$ cat config.mk
export PLATFORM = sky130hd
export DESIGN_NAME = tlcr_top
export DESIGN_NICKNAME = d
export VERILOG_FILES = /design/src/rtl/tlcr_pkg.sv /design/src/rtl/tlcr_sync3.sv /design/src/rtl/tlcr_top.sv
export SDC_FILE = /design/constraint.sdc
export NUM_CORES = 1
export LEC_CHECK = 0
export ABC_AREA = 1
export BUFFER_PORTS_ARGS = -buffer_cell sky130_fd_sc_hd__buf_4
export CAP_MARGIN = 10
export CORE_ASPECT_RATIO = 0.7
export CORE_MARGIN = 2
export CORE_UTILIZATION = 50
export CTS_CLUSTER_DIAMETER = 200
export DETAILED_ROUTE_END_ITERATION = 10
export PLACE_DENSITY_LB_ADDON = 0.2
export SLEW_MARGIN = 15
export SYNTH_ARGS = -nofsm -noshare
export SYNTH_HDL_FRONTEND = slang
export SYNTH_SLANG_ARGS = --single-unit
$ cat constraint.sdc
create_clock -name clk -period 2.7 [get_ports clk]
set_clock_uncertainty 0.15 [all_clocks]
set_input_delay 0.135 -clock clk [delete_from_list [all_inputs] [get_ports clk]]
set_output_delay 0.135 -clock clk [all_outputs]
set_load 0.02 [all_outputs]
$ cat src/rtl/tlcr_pkg.sv
// Shared constants and types for the tape line character receiver
package tlcr_pkg;
  localparam int TLCR_CLK_PERIOD_NS = 50;
  localparam int TLCR_BIT_TIME_NS = 952000;
  localparam int TLCR_BIT_CYC = TLCR_BIT_TIME_NS / TLCR_CLK_PERIOD_NS;
  localparam int TLCR_DATA_BITS = 8;
  localparam int TLCR_CNT_W = 16;
  localparam int TLCR_SYNC_W = 6;
  // Register byte offsets
  localparam logic [7:0] TLCR_ADDR_CTRL = 8'h00;
  localparam logic [7:0] TLCR_ADDR_STAT = 8'h04;
  localparam logic [7:0] TLCR_ADDR_DATA = 8'h08;
  localparam logic [31:0] TLCR_CTRL_RST = 32'h0000_0000;
  // Control register fields
  localparam int TLCR_CTL_UNATT = 0;
  localparam int TLCR_CTL_RC_REQ = 1;
  localparam int TLCR_CTL_RATE_EXT = 2;
  localparam int TLCR_CTL_SA_TOGGLE = 3;
  // Status register fields
  localparam int TLCR_ST_RING = 0;
  localparam int TLCR_ST_DSR = 1;
  localparam int TLCR_ST_CD = 2;
  localparam int TLCR_ST_SSTOP = 3;
  localparam int TLCR_ST_SA = 4;
  localparam int TLCR_ST_BUSY = 5;
  localparam int TLCR_ST_DTR = 6;
  localparam int TLCR_ST_SRC = 7;
  // Synchroniser lane positions
  localparam int TLCR_IN_RING = 0;
  localparam int TLCR_IN_DSR = 1;
  localparam int TLCR_IN_CD = 2;
  localparam int TLCR_IN_RXD = 3;
  localparam int TLCR_IN_LT = 4;
  localparam int TLCR_IN_ALARM = 5;
  localparam logic [1:0] TLCR_HTRANS_NONSEQ = 2'h2;
  localparam logic [1:0] TLCR_HTRANS_SEQ = 2'h3;
  typedef enum logic [1:0] {RX_IDLE, RX_START, RX_SHIFT, RX_SAMPLE} tlcr_rx_e;
endpackage

$ cat src/rtl/tlcr_sync3.sv
// Three-stage input synchroniser that accepts a change once stages two and three agree
`timescale 1ns/1ps
`default_nettype none
module tlcr_sync3 #(
  parameter int W = 1,
  parameter logic [W-1:0] INIT = '0
) (
  input wire logic clk,
  input wire logic rst,
  input wire logic [W-1:0] din,
  output logic [W-1:0] dout
);
  logic [W-1:0] s1_ff;
  logic [W-1:0] s2_ff;
  logic [W-1:0] s3_ff;
  logic [W-1:0] out_ff;
  logic [W-1:0] agree;
  logic [W-1:0] nxt_out;

  assign agree = ~(s2_ff ^ s3_ff);
  assign nxt_out = (agree & s3_ff) | (~agree & out_ff);
  assign dout = out_ff;

  always_ff @(posedge clk) begin
    if (rst) begin
      s1_ff <= INIT;
      s2_ff <= INIT;
      s3_ff <= INIT;
      out_ff <= INIT;
    end else begin
      s1_ff <= din;
      s2_ff <= s1_ff;
      s3_ff <= s2_ff;
      out_ff <= nxt_out;
    end
  end
endmodule
`default_nettype wire

$ cat src/rtl/tlcr_top.sv
// Line front end: modem handshake, reverse channel and start-stop character receiver
//
// Summary of operation
// - Terminal-ready stays on except while ringing or while held off after a ring
// - Ring drops terminal-ready; held off if blocked
// - Set-ready starts motors, lamp, enables carrier detect
// - Carrier removes blind, clears stopped, enables punch
// - Bit time is 0.952 ms oscillator period
// - Idle on mark; start bit begins assembly
// - Each bit clock shifts one received bit
// - Sample pulse exactly one bit time wide
// - Eight data levels stable during sample pulse
// - Mark drives level high, space low
// - After sample, wait for next start bit
// - Request bit asks reverse channel on/off
// - Request ANDed with all reverse-channel blinds
// - Stop/alarm forces reverse channel off
// - Modem levels mapped: mark one, asserted high
// - Rate select: internal clock only supported
// - Carrier drop lights sender-stopped indication
// - Return to reset pulses error-correction clear
//
// Chosen here: the register addresses and the AHB-Lite slave port.
`timescale 1ns/1ps
`default_nettype none
module tlcr_top import tlcr_pkg::*; #(
  parameter int BIT_CYC = TLCR_BIT_CYC,
  parameter int DATA_BITS = TLCR_DATA_BITS
) (
  input wire logic clk,
  input wire logic rst,
  input wire logic hsel,
  input wire logic [31:0] haddr,
  input wire logic [1:0] htrans,
  input wire logic hwrite,
  input wire logic [2:0] hsize,
  input wire logic [31:0] hwdata,
  input wire logic hready,
  output logic hreadyout,
  output logic hresp,
  output logic [31:0] hrdata,
  input wire logic ring_ind,
  input wire logic set_ready,
  input wire logic carrier_det,
  input wire logic rx_data,
  input wire logic low_tape,
  input wire logic ec_alarm,
  output logic term_ready,
  output logic send_rev_chan,
  output logic motor_start,
  output logic verifier_lamp,
  output logic punch_inhibit,
  output logic sender_stopped,
  output logic stop_alarm,
  output logic ec_reset,
  output logic char_sample,
  output logic [DATA_BITS-1:0] data_level
);
  localparam logic [TLCR_CNT_W-1:0] BIT_LD = TLCR_CNT_W'(BIT_CYC - 1);
  localparam logic [TLCR_CNT_W-1:0] HALF_LD = TLCR_CNT_W'(BIT_CYC / 2 - 1);
  localparam logic [3:0] LAST_BIT = 4'(DATA_BITS - 1);

  // Synchronised modem and station inputs
  logic [TLCR_SYNC_W-1:0] pins_raw;
  logic [TLCR_SYNC_W-1:0] pins_s;
  logic ring_s;
  logic dsr_s;
  logic cd_s;
  logic rxd_s;
  logic lt_s;
  logic alarm_s;

  // Inputs arrive already translated: asserted control high, mark high
  assign pins_raw = {ec_alarm, low_tape, rx_data, carrier_det, set_ready, ring_ind};
  tlcr_sync3 #(.W(TLCR_SYNC_W), .INIT(TLCR_SYNC_W'(1) << TLCR_IN_RXD)) u_sync (
    .clk(clk),
    .rst(rst),
    .din(pins_raw),
    .dout(pins_s)
  );
  assign ring_s = pins_s[TLCR_IN_RING];
  assign dsr_s = pins_s[TLCR_IN_DSR];
  assign cd_s = pins_s[TLCR_IN_CD];
  assign rxd_s = pins_s[TLCR_IN_RXD];
  assign lt_s = pins_s[TLCR_IN_LT];
  assign alarm_s = pins_s[TLCR_IN_ALARM];

  // Bus slave state
  logic wr_ph_ff;
  logic [7:0] wadr_ff;
  logic [31:0] hrdata_ff;
  logic hreadyout_ff;
  logic [31:0] ctrl_ff;
  logic acc;
  logic wr_ctrl;
  logic sa_toggle;
  logic [31:0] stat_word;
  logic [31:0] rd_word;

  // Station control state
  logic ring_hold_ff;
  logic term_ready_ff;
  logic send_rc_ff;
  logic motor_ff;
  logic punch_inh_ff;
  logic sstop_ff;
  logic cd_prev_ff;
  logic sa_ff;
  logic ec_reset_ff;
  logic cd_eff;
  logic dtr_block;
  logic rc_blind;
  logic rx_en;
  logic nxt_sa;
  logic nxt_ring_hold;
  logic nxt_send_rc;
  logic nxt_sstop;

  // Receiver state
  tlcr_rx_e rx_st_ff;
  tlcr_rx_e nxt_rx_st;
  logic [TLCR_CNT_W-1:0] cnt_ff;
  logic [TLCR_CNT_W-1:0] nxt_cnt;
  logic [3:0] idx_ff;
  logic [3:0] nxt_idx;
  logic [DATA_BITS-1:0] shift_ff;
  logic [DATA_BITS-1:0] nxt_shift;
  logic [DATA_BITS-1:0] level_ff;
  logic [DATA_BITS-1:0] nxt_level;
  logic samp_ff;
  logic nxt_samp;
  logic cnt_zero;

  assign acc = hsel && hready && (htrans == TLCR_HTRANS_NONSEQ || htrans == TLCR_HTRANS_SEQ);
  assign wr_ctrl = wr_ph_ff && wadr_ff == TLCR_ADDR_CTRL;
  assign sa_toggle = wr_ctrl && hwdata[TLCR_CTL_SA_TOGGLE];
  assign stat_word = {24'h00_0000, send_rc_ff, term_ready_ff, rx_st_ff != RX_IDLE, sa_ff,
                      sstop_ff, cd_eff, dsr_s, ring_s};
  assign rd_word = (haddr[7:0] == TLCR_ADDR_CTRL) ? ctrl_ff :
                   (haddr[7:0] == TLCR_ADDR_STAT) ? stat_word :
                   (haddr[7:0] == TLCR_ADDR_DATA) ? 32'(level_ff) : 32'h0000_0000;

  always_ff @(posedge clk) begin
    if (rst) begin
      wr_ph_ff <= 1'b0;
      wadr_ff <= 8'h00;
      hrdata_ff <= 32'h0000_0000;
      hreadyout_ff <= 1'b0;
      ctrl_ff <= TLCR_CTRL_RST;
    end else begin
      wr_ph_ff <= acc && hwrite;
      wadr_ff <= haddr[7:0];
      hrdata_ff <= (acc && !hwrite) ? rd_word : 32'h0000_0000;
      hreadyout_ff <= 1'b1;
      if (wr_ctrl) begin
        // The toggle bit is a strobe and never stored
        ctrl_ff <= hwdata & ~(32'h0000_0001 << TLCR_CTL_SA_TOGGLE);
      end
    end
  end

  // Carrier is only seen while set-ready is on
  assign cd_eff = cd_s && dsr_s;
  assign dtr_block = !ctrl_ff[TLCR_CTL_UNATT] && (lt_s || alarm_s);
  assign nxt_ring_hold = ring_s || (ring_hold_ff && dtr_block);
  assign rc_blind = !cd_eff;
  // Request gated with every blind; stop/alarm always wins
  assign nxt_send_rc = ctrl_ff[TLCR_CTL_RC_REQ] && !rc_blind && !sa_ff;
  // An alarm sets stop even in the cycle software toggles it
  assign nxt_sa = alarm_s || (sa_ff ^ sa_toggle);
  assign nxt_sstop = (cd_prev_ff && !cd_eff) || (sstop_ff && !(cd_eff && !cd_prev_ff));
  // External rate clock is not offered; receiver runs only on the internal oscillator
  assign rx_en = !ctrl_ff[TLCR_CTL_RATE_EXT];

  always_ff @(posedge clk) begin
    if (rst) begin
      ring_hold_ff <= 1'b0;
      term_ready_ff <= 1'b0;
      send_rc_ff <= 1'b0;
      motor_ff <= 1'b0;
      punch_inh_ff <= 1'b1;
      sstop_ff <= 1'b0;
      cd_prev_ff <= 1'b0;
      sa_ff <= 1'b0;
      ec_reset_ff <= 1'b0;
    end else begin
      ring_hold_ff <= nxt_ring_hold;
      term_ready_ff <= !nxt_ring_hold;
      send_rc_ff <= nxt_send_rc;
      motor_ff <= dsr_s;
      punch_inh_ff <= !cd_eff;
      sstop_ff <= nxt_sstop;
      cd_prev_ff <= cd_eff;
      sa_ff <= nxt_sa;
      ec_reset_ff <= sa_ff && !nxt_sa;
    end
  end

  // Character receiver
  assign cnt_zero = cnt_ff == '0;

  always_comb begin
    nxt_rx_st = rx_st_ff;
    nxt_cnt = cnt_ff - TLCR_CNT_W'(1);
    nxt_idx = idx_ff;
    nxt_shift = shift_ff;
    nxt_level = level_ff;
    nxt_samp = samp_ff;
    unique case (rx_st_ff)
      RX_IDLE: begin
        nxt_cnt = HALF_LD;
        if (rx_en && !rxd_s) begin
          nxt_rx_st = RX_START;
        end
      end
      RX_START: begin
        if (cnt_zero) begin
          // Recheck start bit mid-bit to reject glitches
          nxt_rx_st = rxd_s ? RX_IDLE : RX_SHIFT;
          nxt_cnt = BIT_LD;
          nxt_idx = 4'h0;
        end
      end
      RX_SHIFT: begin
        if (cnt_zero) begin
          nxt_shift = {rxd_s, shift_ff[DATA_BITS-1:1]};
          nxt_idx = idx_ff + 4'h1;
          nxt_cnt = BIT_LD;
          if (idx_ff == LAST_BIT) begin
            nxt_rx_st = RX_SAMPLE;
            nxt_level = {rxd_s, shift_ff[DATA_BITS-1:1]};
            nxt_samp = 1'b1;
          end
        end
      end
      RX_SAMPLE: begin
        if (cnt_zero) begin
          nxt_rx_st = RX_IDLE;
          nxt_samp = 1'b0;
          nxt_cnt = HALF_LD;
        end
      end
    endcase
  end

  always_ff @(posedge clk) begin
    if (rst) begin
      rx_st_ff <= RX_IDLE;
      cnt_ff <= '0;
      idx_ff <= 4'h0;
      shift_ff <= '0;
      level_ff <= '0;
      samp_ff <= 1'b0;
    end else begin
      rx_st_ff <= nxt_rx_st;
      cnt_ff <= nxt_cnt;
      idx_ff <= nxt_idx;
      shift_ff <= nxt_shift;
      level_ff <= nxt_level;
      samp_ff <= nxt_samp;
    end
  end

  assign hreadyout = hreadyout_ff;
  assign hresp = 1'b0;
  assign hrdata = hrdata_ff;
  assign term_ready = term_ready_ff;
  assign send_rev_chan = send_rc_ff;
  assign motor_start = motor_ff;
  assign verifier_lamp = motor_ff;
  assign punch_inhibit = punch_inh_ff;
  assign sender_stopped = sstop_ff;
  assign stop_alarm = sa_ff;
  assign ec_reset = ec_reset_ff;
  assign char_sample = samp_ff;
  assign data_level = level_ff;

  // Checks
  int samp_len;
  always_ff @(posedge clk) begin
    if (rst || !samp_ff) begin
      samp_len <= 0;
    end else begin
      samp_len <= samp_len + 1;
    end
  end

  function automatic logic punch_inhibit_w();
    return punch_inh_ff;
  endfunction
endmodule
`default_nettype wire

# After elaboration in Yosys (flattened, before gate mapping)
# Index checks and enable logic that the tools add are counted.
# word_totals
register_bits	145
out_inout_bits	51
# op_classes
addsub	2
eq_ne	13
muxes	21
bitwise_logic	8
n_reduce_logical	46
# ops
cell	n
$pmux 16 s3	1
$mux 16	2
$mux 32	1
$logic_and 1x1->1	16
$logic_not 16->1	1
$logic_not 8->1	2
$mux 8	2
$sub 16x1->16 const B	1
$and 6x6->6	2
$mux 2	6
$not 6->6	2
$logic_not 1->1	10
$ne 2x2->1 const B	5
$eq 2x2->1 const B	4
$eq 8x3->1 const B	1
$eq 8x4->1 const B	1
$mux 4	2
$pmux 2 s4	1
$pmux 4 s2	1
$or 6x6->6	1
$reduce_and 3->1	2
$reduce_bool 2->1	3
$xor 6x6->6	1
$logic_or 1x1->1	5
other kinds (13)	17

# Longest topological paths before layout
# Gate-level depths: netlist of run 1.
# logic_depth
word_depth	7
ltp_mapped	10
ltp_nobuf	10

# Modules after synthesis
# Synthesis of run 1 repeated with hierarchy kept, for this count alone.
# unflattened
hier_cells	685
area_unflattened_um2	5386.4
# by_module_without_submodules
mod	instances	cells_per_inst	area_per_inst_um2
tlcr_top	1	602	4649.5
tlcr_sync3	1	83	737.0

# Worst setup path after synthesis of run 1
# OpenSTA, ideal clock, no wires.
# synth_timing
kind	reg2reg
from	register rx_st_ff[0]
to	register (tool-made name)
setup_time_ns	0.114
arrival_ns	1.442
slack_ns	0.994
path_stages_with_launch	10
path_buffers	0
cell_sequence	dfxtp_1 inv_1 ha_1 nor2_1 inv_1 or2_2 nand2_1 nand3_1 a21oi_1 nor2_1
# synth_lines
element	line	text
start: declaration	tlcr_top.sv:120	tlcr_rx_e rx_st_ff;
start signal: assignment	tlcr_top.sv:255	rx_st_ff <= nxt_rx_st;

# Worst setup path after layout of run 1
# layout_timing
from	input port hready
to	register wr_ph_ff
# layout_via
elab_chain_cells	3
# layout_lines
element	line	text
start: declaration	tlcr_top.sv:38	input wire logic hready,
$logic_and 1x1->1 (2 in a row)	tlcr_top.sv:134	assign acc = hsel && hready && (htrans == TLCR_HTRANS_NONSEQ || htrans == TLCR_HTRANS_SEQ);
$logic_and 1x1->1	tlcr_top.sv:151	wr_ph_ff <= acc && hwrite;
end signal: assignment	tlcr_top.sv:151	
end: declaration	tlcr_top.sv:89	logic wr_ph_ff;
# Every way passes these cells.
# A chain may end at the register's enable or synchronous reset.

==> results of run 1 <==
==> cell type report <==
| type | instances | area, sq um |
|---|---|---|
| clock inverter | 12 | 109 |
| inverter | 99 | 374 |
| fill | 817 | 3100 |
| clock buffer | 20 | 467 |
| sequential | 144 | 2880 |
| timing repair buffer | 154 | 1280 |
| tap | 132 | 165 |
| multi-input combinational | 411 | 2090 |
==> metal layers <==
layer | share of wire (%) | global-route usage (%)
met5 | 0 | 0
met2 | 47 | 38.0
met3 | 5.5 | 5.42
met1 | 46 | 28.9
met4 | 1.4 | 7.07
==> power breakdown <==
group          internal, mW  switching, mW
sequential             2.18         0.0455
combinational         0.225          0.288
clock                  1.34          0.891
==> cells in the final DEF, fill, tap and decap left out, types with 2 or more instances in the layout <==
| cell | Yosys | final |
|---|---|---|
| a21oi_1 | 54 | 54 |
| a31oi_1 | 2 | 2 |
| buf_4 | 2 | 104 |
| clkbuf_16 | 0 | 17 |
| clkbuf_8 | 0 | 3 |
| clkinv_1 | 2 | 2 |
| clkinv_2 | 0 | 3 |
| clkinvlp_4 | 0 | 5 |
| dfxtp_1 | 144 | 144 |
| dlygate4sd3_1 | 0 | 50 |
| ha_1 | 8 | 8 |
| inv_1 | 91 | 91 |
| inv_2 | 5 | 5 |
| inv_6 | 0 | 2 |
| nand2_1 | 96 | 95 |
| nand2_2 | 3 | 4 |
| nand2_4 | 4 | 4 |
| nand3_1 | 21 | 21 |
| nand4_1 | 9 | 9 |
| nor2_1 | 110 | 110 |
| nor2_2 | 4 | 4 |
| nor2_4 | 5 | 5 |
| nor2_8 | 2 | 2 |
| nor3_1 | 3 | 3 |
| nor3_2 | 7 | 7 |
| nor3b_1 | 2 | 2 |
| o21a_1 | 4 | 4 |
| o21ai_0 | 41 | 41 |
| o21ai_1 | 12 | 12 |
| o22ai_1 | 2 | 2 |
| or2_2 | 5 | 5 |
| xnor2_1 | 4 | 4 |
| xor2_1 | 6 | 6 |
==> registers in the layout (all words and copies together) (netlist names), 4 cells and up, named ones only <==
register,count
cnt_ff,16
ctrl_ff,31
data_level,8
hrdata,32
idx_ff,4
shift_ff,7
u_sync.s1_ff,6
u_sync.s2_ff,6
u_sync.s3_ff,6
wadr_ff,8
==> critical path: stages <==
cell and delay, ns:
dlygate4sd3_1 0.52, buf_4 0.09, nand3_1 0.07, dlygate4sd3_1 0.57, nor3b_1 0.19, dlygate4sd3_1 0.58
==> kinds of logic after synthesis <==
logic type                 after synthesis  synth area share (%)
and+or+nand+nor                        275                  23.7
DFF                                    144                  52.8
buffers and inverters                  120                  8.91
AOI/OAI and AO/OA                      117                  11.1
xor gates and xnor gates                10                  1.60
adders and majority gates                8                  1.83
other                                    1                0.0687
==> how the worst max path moves through the flow <==
stage | slack [ns] | end | start | cells after the start
after floorplan | 0.99 | flop | rx_st_ff[0] | 9
after global placement | 0.85 | cnt_ff[4] | rx_st_ff[0] | 8
after detailed placement | 0.80 | cnt_ff[11] | rx_st_ff[0] | 8
after CTS | 0.73 | wr_ph_ff | hready | 6
after global routing | 0.51 | cnt_ff[11] | rx_st_ff[0] | 8
final | 0.74 | wr_ph_ff | hready | 6
==> what timing repair did <==
action                                 4_1_cts  5_1_grt
hold buffers                                50        0
endpoints found under the hold margin       49        0
gates resized for setup                      0        0
==> impl_metrics.env, run 1 <==
export IMPL_placed_area_sq_um=6300
export IMPL_r2r_setup_slack_ns=0.78
export IMPL_status="completed"
export IMPL_ys_warn_count=0
export IMPL_hold_end="hrdata[3]"
export IMPL_std_cell_rows=31
export IMPL_ys_async_sr_fraction_pct=0
export IMPL_drive_gt1_share_pct=21.0
export IMPL_hp_start="htrans[1]"
export IMPL_cts_tree="done"
export IMPL_cts_sinks=144
export IMPL_yosysMostFrequentCell="dfxtp_1"
export IMPL_synth_edf_count=0
export IMPL_antenna_found_initial=0
export IMPL_final_core_util_pct=70.4
export IMPL_num_vias=4806
export IMPL_ant_nets=0
export IMPL_critPathArrivalTime_ns=2.15
export IMPL_setup_viol=0
export IMPL_htreeDepth=4
export IMPL_grt_ovfl_total=0
export IMPL_p_leak_nw=3.31
export IMPL_synthCells=675
export IMPL_dp_hpwl_microns=8610
export IMPL_total_power_mw=4.97
export IMPL_first_iter_violations=355
export IMPL_hold_violations=0
export IMPL_endpoint_kind="flop"
export IMPL_drtPass1Iterations=5
export IMPL_initial_core_util_pct=52.1
export IMPL_final_nets=915
export IMPL_synth_avg_cell_area_sq_um=8.09
export IMPL_yosysTopAreaCell="dfxtp_1"
export IMPL_syn_nets=763
export IMPL_worst_slack_ns=0.743
export IMPL_whs_path_depth=5
export IMPL_fin_crit_ns=1.96
export IMPL_hold_path_class="in -> reg"
export IMPL_reg2reg_to="cnt_ff[11]"
export IMPL_numPortBuffers=101
export IMPL_yosys_top_cells_count="dfxtp_1 (144), nor2_1 (110), nand2_1 (96)"
export IMPL_finalNonFillerCells=972
export IMPL_synth_area_leaders="dfxtp_1 (53%), nor2_1 (7.6%), nand2_1 (6.6%)"
export IMPL_yosysSeqAreaShare_pct=52.8
export IMPL_die_w_microns=129
export IMPL_syn_to_final_growth_pct=35.0
export IMPL_io_pins=131
export IMPL_routed_wl_microns=12800
export IMPL_final_area_sq_um=7370
export IMPL_synth_ff_latch_count=144
export IMPL_cts_buffer_depth=2
export IMPL_yosys_area_top_type_share_pct=52.8
export IMPL_clkLatencyLatePin_ns=0.41
export IMPL_netlist_area_sq_um=5460
export IMPL_gp_congestion=0.868
export IMPL_worstMarginPinSlew_ns=0.500
export IMPL_wl_per_cell_microns=13.1
export IMPL_r2r_cells=8
export IMPL_ir_drop_mv=0.494
export IMPL_path_class="in -> reg"
export IMPL_rsz0062_at_grt="no"
export IMPL_worstPathMaxFanout=2
export IMPL_slew_headroom_pct=66.6
export IMPL_n_antenna_cell=0
export IMPL_vias_per_cell=4.94
export IMPL_grt_total_usage_pct=22.7
export IMPL_clkTransAtPathRegs_ns=0.06
export IMPL_grt_max_degree=51
export IMPL_yosysUniqueCellTypes=39
export IMPL_powerDensity_nw_per_um2=674
export IMPL_start_kind="primary input"
export IMPL_drc=0
export IMPL_die_area_sq_um=11800
export IMPL_whs_ns=0.0272
export IMPL_drv_cap=0
export IMPL_grt_pass1_vias=4512
export IMPL_grt_pass1_wl_microns=21000
export IMPL_rr_startpoint="rx_st_ff[0]"
export IMPL_cts_root_buf="clkbuf_16"
export IMPL_period_share_pct=72.5
export IMPL_fin_tns_setup_ns=0
export IMPL_core_sq_um=10500
export IMPL_cp_required_ns=2.90
export IMPL_numCtsBuffers=17
export IMPL_dp_slack_ns=0.801
export IMPL_die_h_microns=91.4
export IMPL_max_freq_ghz=0.511
export IMPL_drv_slew=0
export IMPL_synth_main_ff_cell="dfxtp_1"
export IMPL_dp_cells=890
export IMPL_cts_setup_buffers=0
Note: power is estimated with default switching activity, not from simulation.
==> inputs of run 2 (changes only) <==
==> constraint.sdc (replaced) <==
create_clock -name clk -period 1.85 [get_ports clk]
set_clock_uncertainty 0.15 [all_clocks]
set_input_delay 0.0925 -clock clk [delete_from_list [all_inputs] [get_ports clk]]
set_output_delay 0.0925 -clock clk [all_outputs]
set_load 0.02 [all_outputs]
==> run 2 against run 1 <==
Net effect: register-to-register slack worse by 0.69 ns; final cell count rose by 1.3%; worst setup slack got worse by 0.65 ns; critical path depth up 3; hold slack better by 0.22 ns; wire length up 6.8%; global-route usage grew 1.3 points; total power grew 52%; core utilization rose by 2.0 points; count of clock-buffer cells in the layout rose by 1; design area is 2.9% higher; clock power is 58% higher; critical path type is now reg -> reg; critical endpoint is now data_level[5]; largest cell class unchanged; highest routed layer unchanged.
==> impl_metrics.env, run 2 (synthesis results as in run 1) <==
export IMPL_status="completed"
export IMPL_wl_per_cell_microns=13.9
export IMPL_total_power_mw=7.56
export IMPL_grt_pass1_wl_microns=22300
export IMPL_routedLengthMet1_microns=6020
export IMPL_ant_nets=0
export IMPL_die_h_microns=91.4
export IMPL_drv_slew=0
export IMPL_final_core_util_pct=72.4
export IMPL_p_leak_nw=3.39
export IMPL_max_freq_ghz=0.570
export IMPL_vias_per_cell=4.96
export IMPL_whs_ns=0.247
export IMPL_routed_top_layer="met4"
export IMPL_drtPass1Iterations=8
export IMPL_numPortBuffers=101
export IMPL_grt_pass1_vias=4720
export IMPL_die_w_microns=129
export IMPL_n_antenna_cell=0
export IMPL_grt_ovfl_total=0
export IMPL_final_nets=928
export IMPL_syn_to_final_growth_pct=38.9
export IMPL_drv_cap=0
export IMPL_die_area_sq_um=11800
export IMPL_final_common_cell="dfxtp_1"
export IMPL_endpoint_kind="flop"
export IMPL_htreeDepth=4
export IMPL_dp_hpwl_microns=8820
export IMPL_met3_wirelength_microns=823
export IMPL_setup_viol=0
export IMPL_std_cell_rows=31
export IMPL_n_fill_cell=767
export IMPL_worstMarginPinSlew_ns=0.506
export IMPL_clkTransAtPathRegs_ns=0.06
export IMPL_grt_total_usage_pct=24.0
export IMPL_start_kind="flop"
export IMPL_io_pins=131
export IMPL_slowest_delay_ns=0.31
export IMPL_met2_length_microns=6600
export IMPL_hold_violations=0
export IMPL_hold_path_class="reg -> reg"
export IMPL_slew_headroom_pct=66.1
export IMPL_largest_register_ffs=32
export IMPL_period_share_pct=94.9
export IMPL_cp_required_ns=1.99
export IMPL_cts_tree="done"
export IMPL_powerDensity_nw_per_um2=997
export IMPL_first_iter_violations=425
export IMPL_final_cell_mix="dfxtp_1 (143), buf_4 (113), nor2_1 (108), nand2_1 (94), inv_1 (91)"
export IMPL_fin_crit_ns=1.76
export IMPL_routed_wl_microns=13600
export IMPL_crit_chain="inv_1, ha_1, nand3_2, nor2_4, nand2_4, inv_4, nand2_8, nor3_2, nor2_1"
export IMPL_ir_drop_mv=0.671
export IMPL_initial_core_util_pct=52.1
export IMPL_drc=0
export IMPL_gp_congestion=0.854
export IMPL_cts_buffer_depth=2
export IMPL_critPathArrivalTime_ns=1.90
export IMPL_slowest_stage="dfxtp_1"
export IMPL_antenna_found_initial=0
export IMPL_clkLatencyLatePin_ns=0.41
export IMPL_cts_sinks=144
export IMPL_drive_gt1_share_pct=22.4
export IMPL_core_sq_um=10500
export IMPL_cts_root_buf="clkbuf_16"
export IMPL_grt_max_degree=60
export IMPL_path_class="reg -> reg"
export IMPL_numCtsBuffers=17
export IMPL_num_vias=4890
export IMPL_worstPathMaxFanout=15
## run 2: area by class of cell
type                    instances  area, sq um  area share [%]
multi-input cells             411         2130            28.1
clock inverters                11          155            2.05
clock buffers                  21          460            6.07
repair buffers                167         1410            18.6
inverters                      99          377            4.97
well taps                     132          165            2.18
flip-flops and latches        144         2880            38.0
## run 2: metal layers
layer	global-route usage (%)	vias up
met5	0	-
met4	7.07	0
met3	5.95	26
met2	40.6	170
met1	30.2	2244
li1	-	2450
## run 2: per-stage QoR
stage | worst slack [ns] | TNS [ns] | cells | area [sq um]
floorplan | 0.144 | 0 | 675 | 5460
global placement | 0.159 | 0 | 895 | 6350
detailed placement | 0.0873 | 0 | 895 | 6350
CTS | 0.0254 | 0 | 979 | 7480
global route | -0.0155 | -0.0157 | 985 | 7580
finish | 0.0949 | 0 | 985 | 7580
## run 2: timing repair
action                                 in CTS  in global routing
buffers inserted                            0                  6
resized for setup                           0                 11
setup endpoints to repair                   0                 40
endpoints found under the hold margin      53                  0
hold buffers                               52                  0
## run 2: path summary, 6_finish.rpt
path	start	endpoint	slack [ns]	depth (start not counted)
max	cnt_ff[0]	data_level[5]	0.09	9
min	u_sync.s1_ff[4]	u_sync.s2_ff[4]	0.25	2
max reg2reg	cnt_ff[0]	data_level[5]	0.09	9
min reg2reg	u_sync.s1_ff[4]	u_sync.s2_ff[4]	0.25	2
## run 2: worst max-delay path, delay by kind of cell (launching register included)
| kind | cells | cell delay (ns) |
|---|---|---|
| simple gates | 6 | 0.73 |
| flops | 1 | 0.31 |
| buf+inv | 2 | 0.26 |
| fa+ha+maj | 1 | 0.20 |
## run 2: power breakdown
part,leakage [nW],switching [mW],internal (mW)
Combinational,1.93,0.435,0.348
Sequential,1.17,0.0676,3.18
Clock,0.298,1.32,2.21
Total,3.39,1.82,5.74
==> inputs of run 3 (changes only) <==
--- a/config.mk
+++ b/config.mk
@@ -14,6 +14,7 @@
 export CTS_CLUSTER_DIAMETER = 200
 export DETAILED_ROUTE_END_ITERATION = 10
 export PLACE_DENSITY_LB_ADDON = 0.2
+export SKIP_LAST_GASP = 1
 export SLEW_MARGIN = 15
 export SYNTH_ARGS = -nofsm -noshare
 export SYNTH_HDL_FRONTEND = slang
==> constraint.sdc (replaced) <==
create_clock -name clk -period 1.9 [get_ports clk]
set_clock_uncertainty 0.15 [all_clocks]
set_input_delay 0.095 -clock clk [delete_from_list [all_inputs] [get_ports clk]]
set_output_delay 0.095 -clock clk [all_outputs]
set_load 0.02 [all_outputs]
==> run 3 against run 2 <==
Net effect: critical path depth is 1 higher; count of clock-buffer cells in the layout decreased by 1; worst setup slack gained 0.041 ns; global-route usage decreased by 0.79 points.
==> impl_metrics.env, run 3 (synthesis results as in run 1) <==
export IMPL_status="completed"
export IMPL_numPortBuffers=101
export IMPL_drv_slew=0
export IMPL_std_cell_rows=31
export IMPL_n_antenna_cell=0
export IMPL_crit_top_cell="nand2_1"
export IMPL_whs_path_depth=2
export IMPL_cts_root_buf="clkbuf_16"
export IMPL_cts_setup_buffers=0
export IMPL_endpoint_kind="flop"
export IMPL_drv_cap=0
export IMPL_ant_nets=0
export IMPL_final_core_util_pct=71.9
export IMPL_grt_max_degree=49
export IMPL_first_iter_violations=291
export IMPL_drc=0
export IMPL_period_share_pct=92.8
export IMPL_rr_startpoint="rx_st_ff[0]"
export IMPL_grt_ovfl_total=0
export IMPL_slowest_stage="dfxtp_1"
export IMPL_r2r_setup_slack_ns=0.14
export IMPL_largest_register_ffs=32
export IMPL_clkTransAtPathRegs_ns=0.06
export IMPL_p_leak_nw=3.39
export IMPL_num_vias=4824
export IMPL_cts_sinks=144
export IMPL_final_nets=924
export IMPL_cts_tree="done"
export IMPL_drtPass1Iterations=6
export IMPL_worstPathMaxFanout=5
export IMPL_hp_start="u_sync.s1_ff[1]"
export IMPL_routed_wl_microns=13100
export IMPL_cp_top_family="simple AND/OR/NAND/NOR gates"
export IMPL_hold_path_class="reg -> reg"
export IMPL_wl_per_cell_microns=13.3
export IMPL_hold_violations=0
export IMPL_grt_pass1_vias=4676
export IMPL_grt_pass1_wl_microns=21500
export IMPL_grt_total_usage_pct=23.2
export IMPL_vias_per_cell=4.92
export IMPL_die_h_microns=91.4
export IMPL_die_area_sq_um=11800
export IMPL_max_freq_ghz=0.567
export IMPL_io_pins=131
export IMPL_setup_viol=0
export IMPL_dp_hpwl_microns=8730
export IMPL_numCtsBuffers=17
export IMPL_initial_core_util_pct=52.1
export IMPL_gp_congestion=0.842
export IMPL_core_sq_um=10500
export IMPL_r2r_cells=10
export IMPL_final_cell_mix="dfxtp_1 (144), nor2_1 (110), buf_4 (107), nand2_1 (95), inv_1 (91)"
export IMPL_start_kind="flop"
export IMPL_antenna_found_initial=0
export IMPL_ir_drop_mv=0.558
export IMPL_die_w_microns=129
export IMPL_drive_gt1_share_pct=21.4
export IMPL_powerDensity_nw_per_um2=979
export IMPL_fin_tns_setup_ns=0
export IMPL_cts_buffer_depth=2
export IMPL_path_class="reg -> reg"
export IMPL_hold_end="u_sync.s2_ff[1]"
export IMPL_final_common_cell="dfxtp_1"
export IMPL_fin_crit_ns=1.76
export IMPL_htreeDepth=4
export IMPL_rsz0062_at_grt="no"
export IMPL_critPathArrivalTime_ns=1.96
export IMPL_syn_to_final_growth_pct=37.8
export IMPL_clkLatencyLatePin_ns=0.41
export IMPL_slowest_delay_ns=0.40
export IMPL_crit_chain="inv_1, ha_1, nor2_1, inv_1, or2_2, nand2_1, nand3_1, nand2_1, nand2_1, nor2_1"
export IMPL_cp_required_ns=2.10
export IMPL_critical_path_buf_inv_count=2
## run 3: cell count changes in the layout (fill, tap and decap cells not counted), sizes merged
| cell | before | now |
|---|---|---|
| clkinvlp | 1 | 3 |
| buf | 115 | 108 |
| clkbuf | 21 | 20 |
| dlygate4sd3 | 52 | 55 |
| inv | 99 | 98 |
## run 3: worst max-delay path by stage
stage / startpoint / end / slack, ns / cells after the start
3_5_place_dp: rx_st_ff[0] / flop / 0.14 / 9
4_1_cts: haddr[5] / hrdata[0] / 0.12 / 9
3_3_place_gp: rx_st_ff[0] / flop / 0.21 / 9
2_1_floorplan: rx_st_ff[0] / flop / 0.19 / 9
5_1_grt: rx_st_ff[0] / cnt_ff[4] / 0.003 / 8
6_report: rx_st_ff[0] / flop / 0.14 / 10
## run 3: per-stage QoR
stage	hold slack (ns)	std cells	power [mW]	instance area, sq um	setup WS, ns
finish	0.251	981	7.36	7530	0.136
global route	0.268	981	7.64	7530	0.00265
CTS	0.252	981	7.41	7510	0.118
detailed placement	0.138	894	3.88	6340	0.142
global placement	0.131	894	3.85	6340	0.209
floorplan	0.0488	675	3.66	5460	0.194
## run 3: final cells by class
cell class | instances | area [sq um]
well taps | 132 | 165
flip-flops and latches | 144 | 2880
fillers | 781 | 2950
clock buffers | 20 | 467
multi-input cells | 411 | 2100
inverters | 99 | 377
repair buffers | 163 | 1370
clock inverters | 12 | 158
## run 3: power by group
group          total, mW  switching [mW]  internal (mW)
clock               3.45            1.27           2.18
sequential          3.16          0.0638           3.10
combinational      0.759           0.422          0.337
## run 3: what timing repair did
item,in CTS,in global routing
endpoints found under the setup margin,0,9
resized for setup,0,4
hold buffers,55,0
endpoints found under the hold margin,61,0
## run 3: tightest hold or removal path: stages (launching register included)
cell,delay [ns]
dfxtp_1,0.29
inv_1,0.04
nor2_1,0.03
## run 3: routing by layer
layer  vias to the layer above  part of all wire, %  GRT usage (%)
li1                       2445                    -              -
met1                      2232                   46           29.1
met2                       130                   48           38.7
met3                        17                  4.5           4.60
met4                         0                  1.5           10.2
met5                         -                    0              0
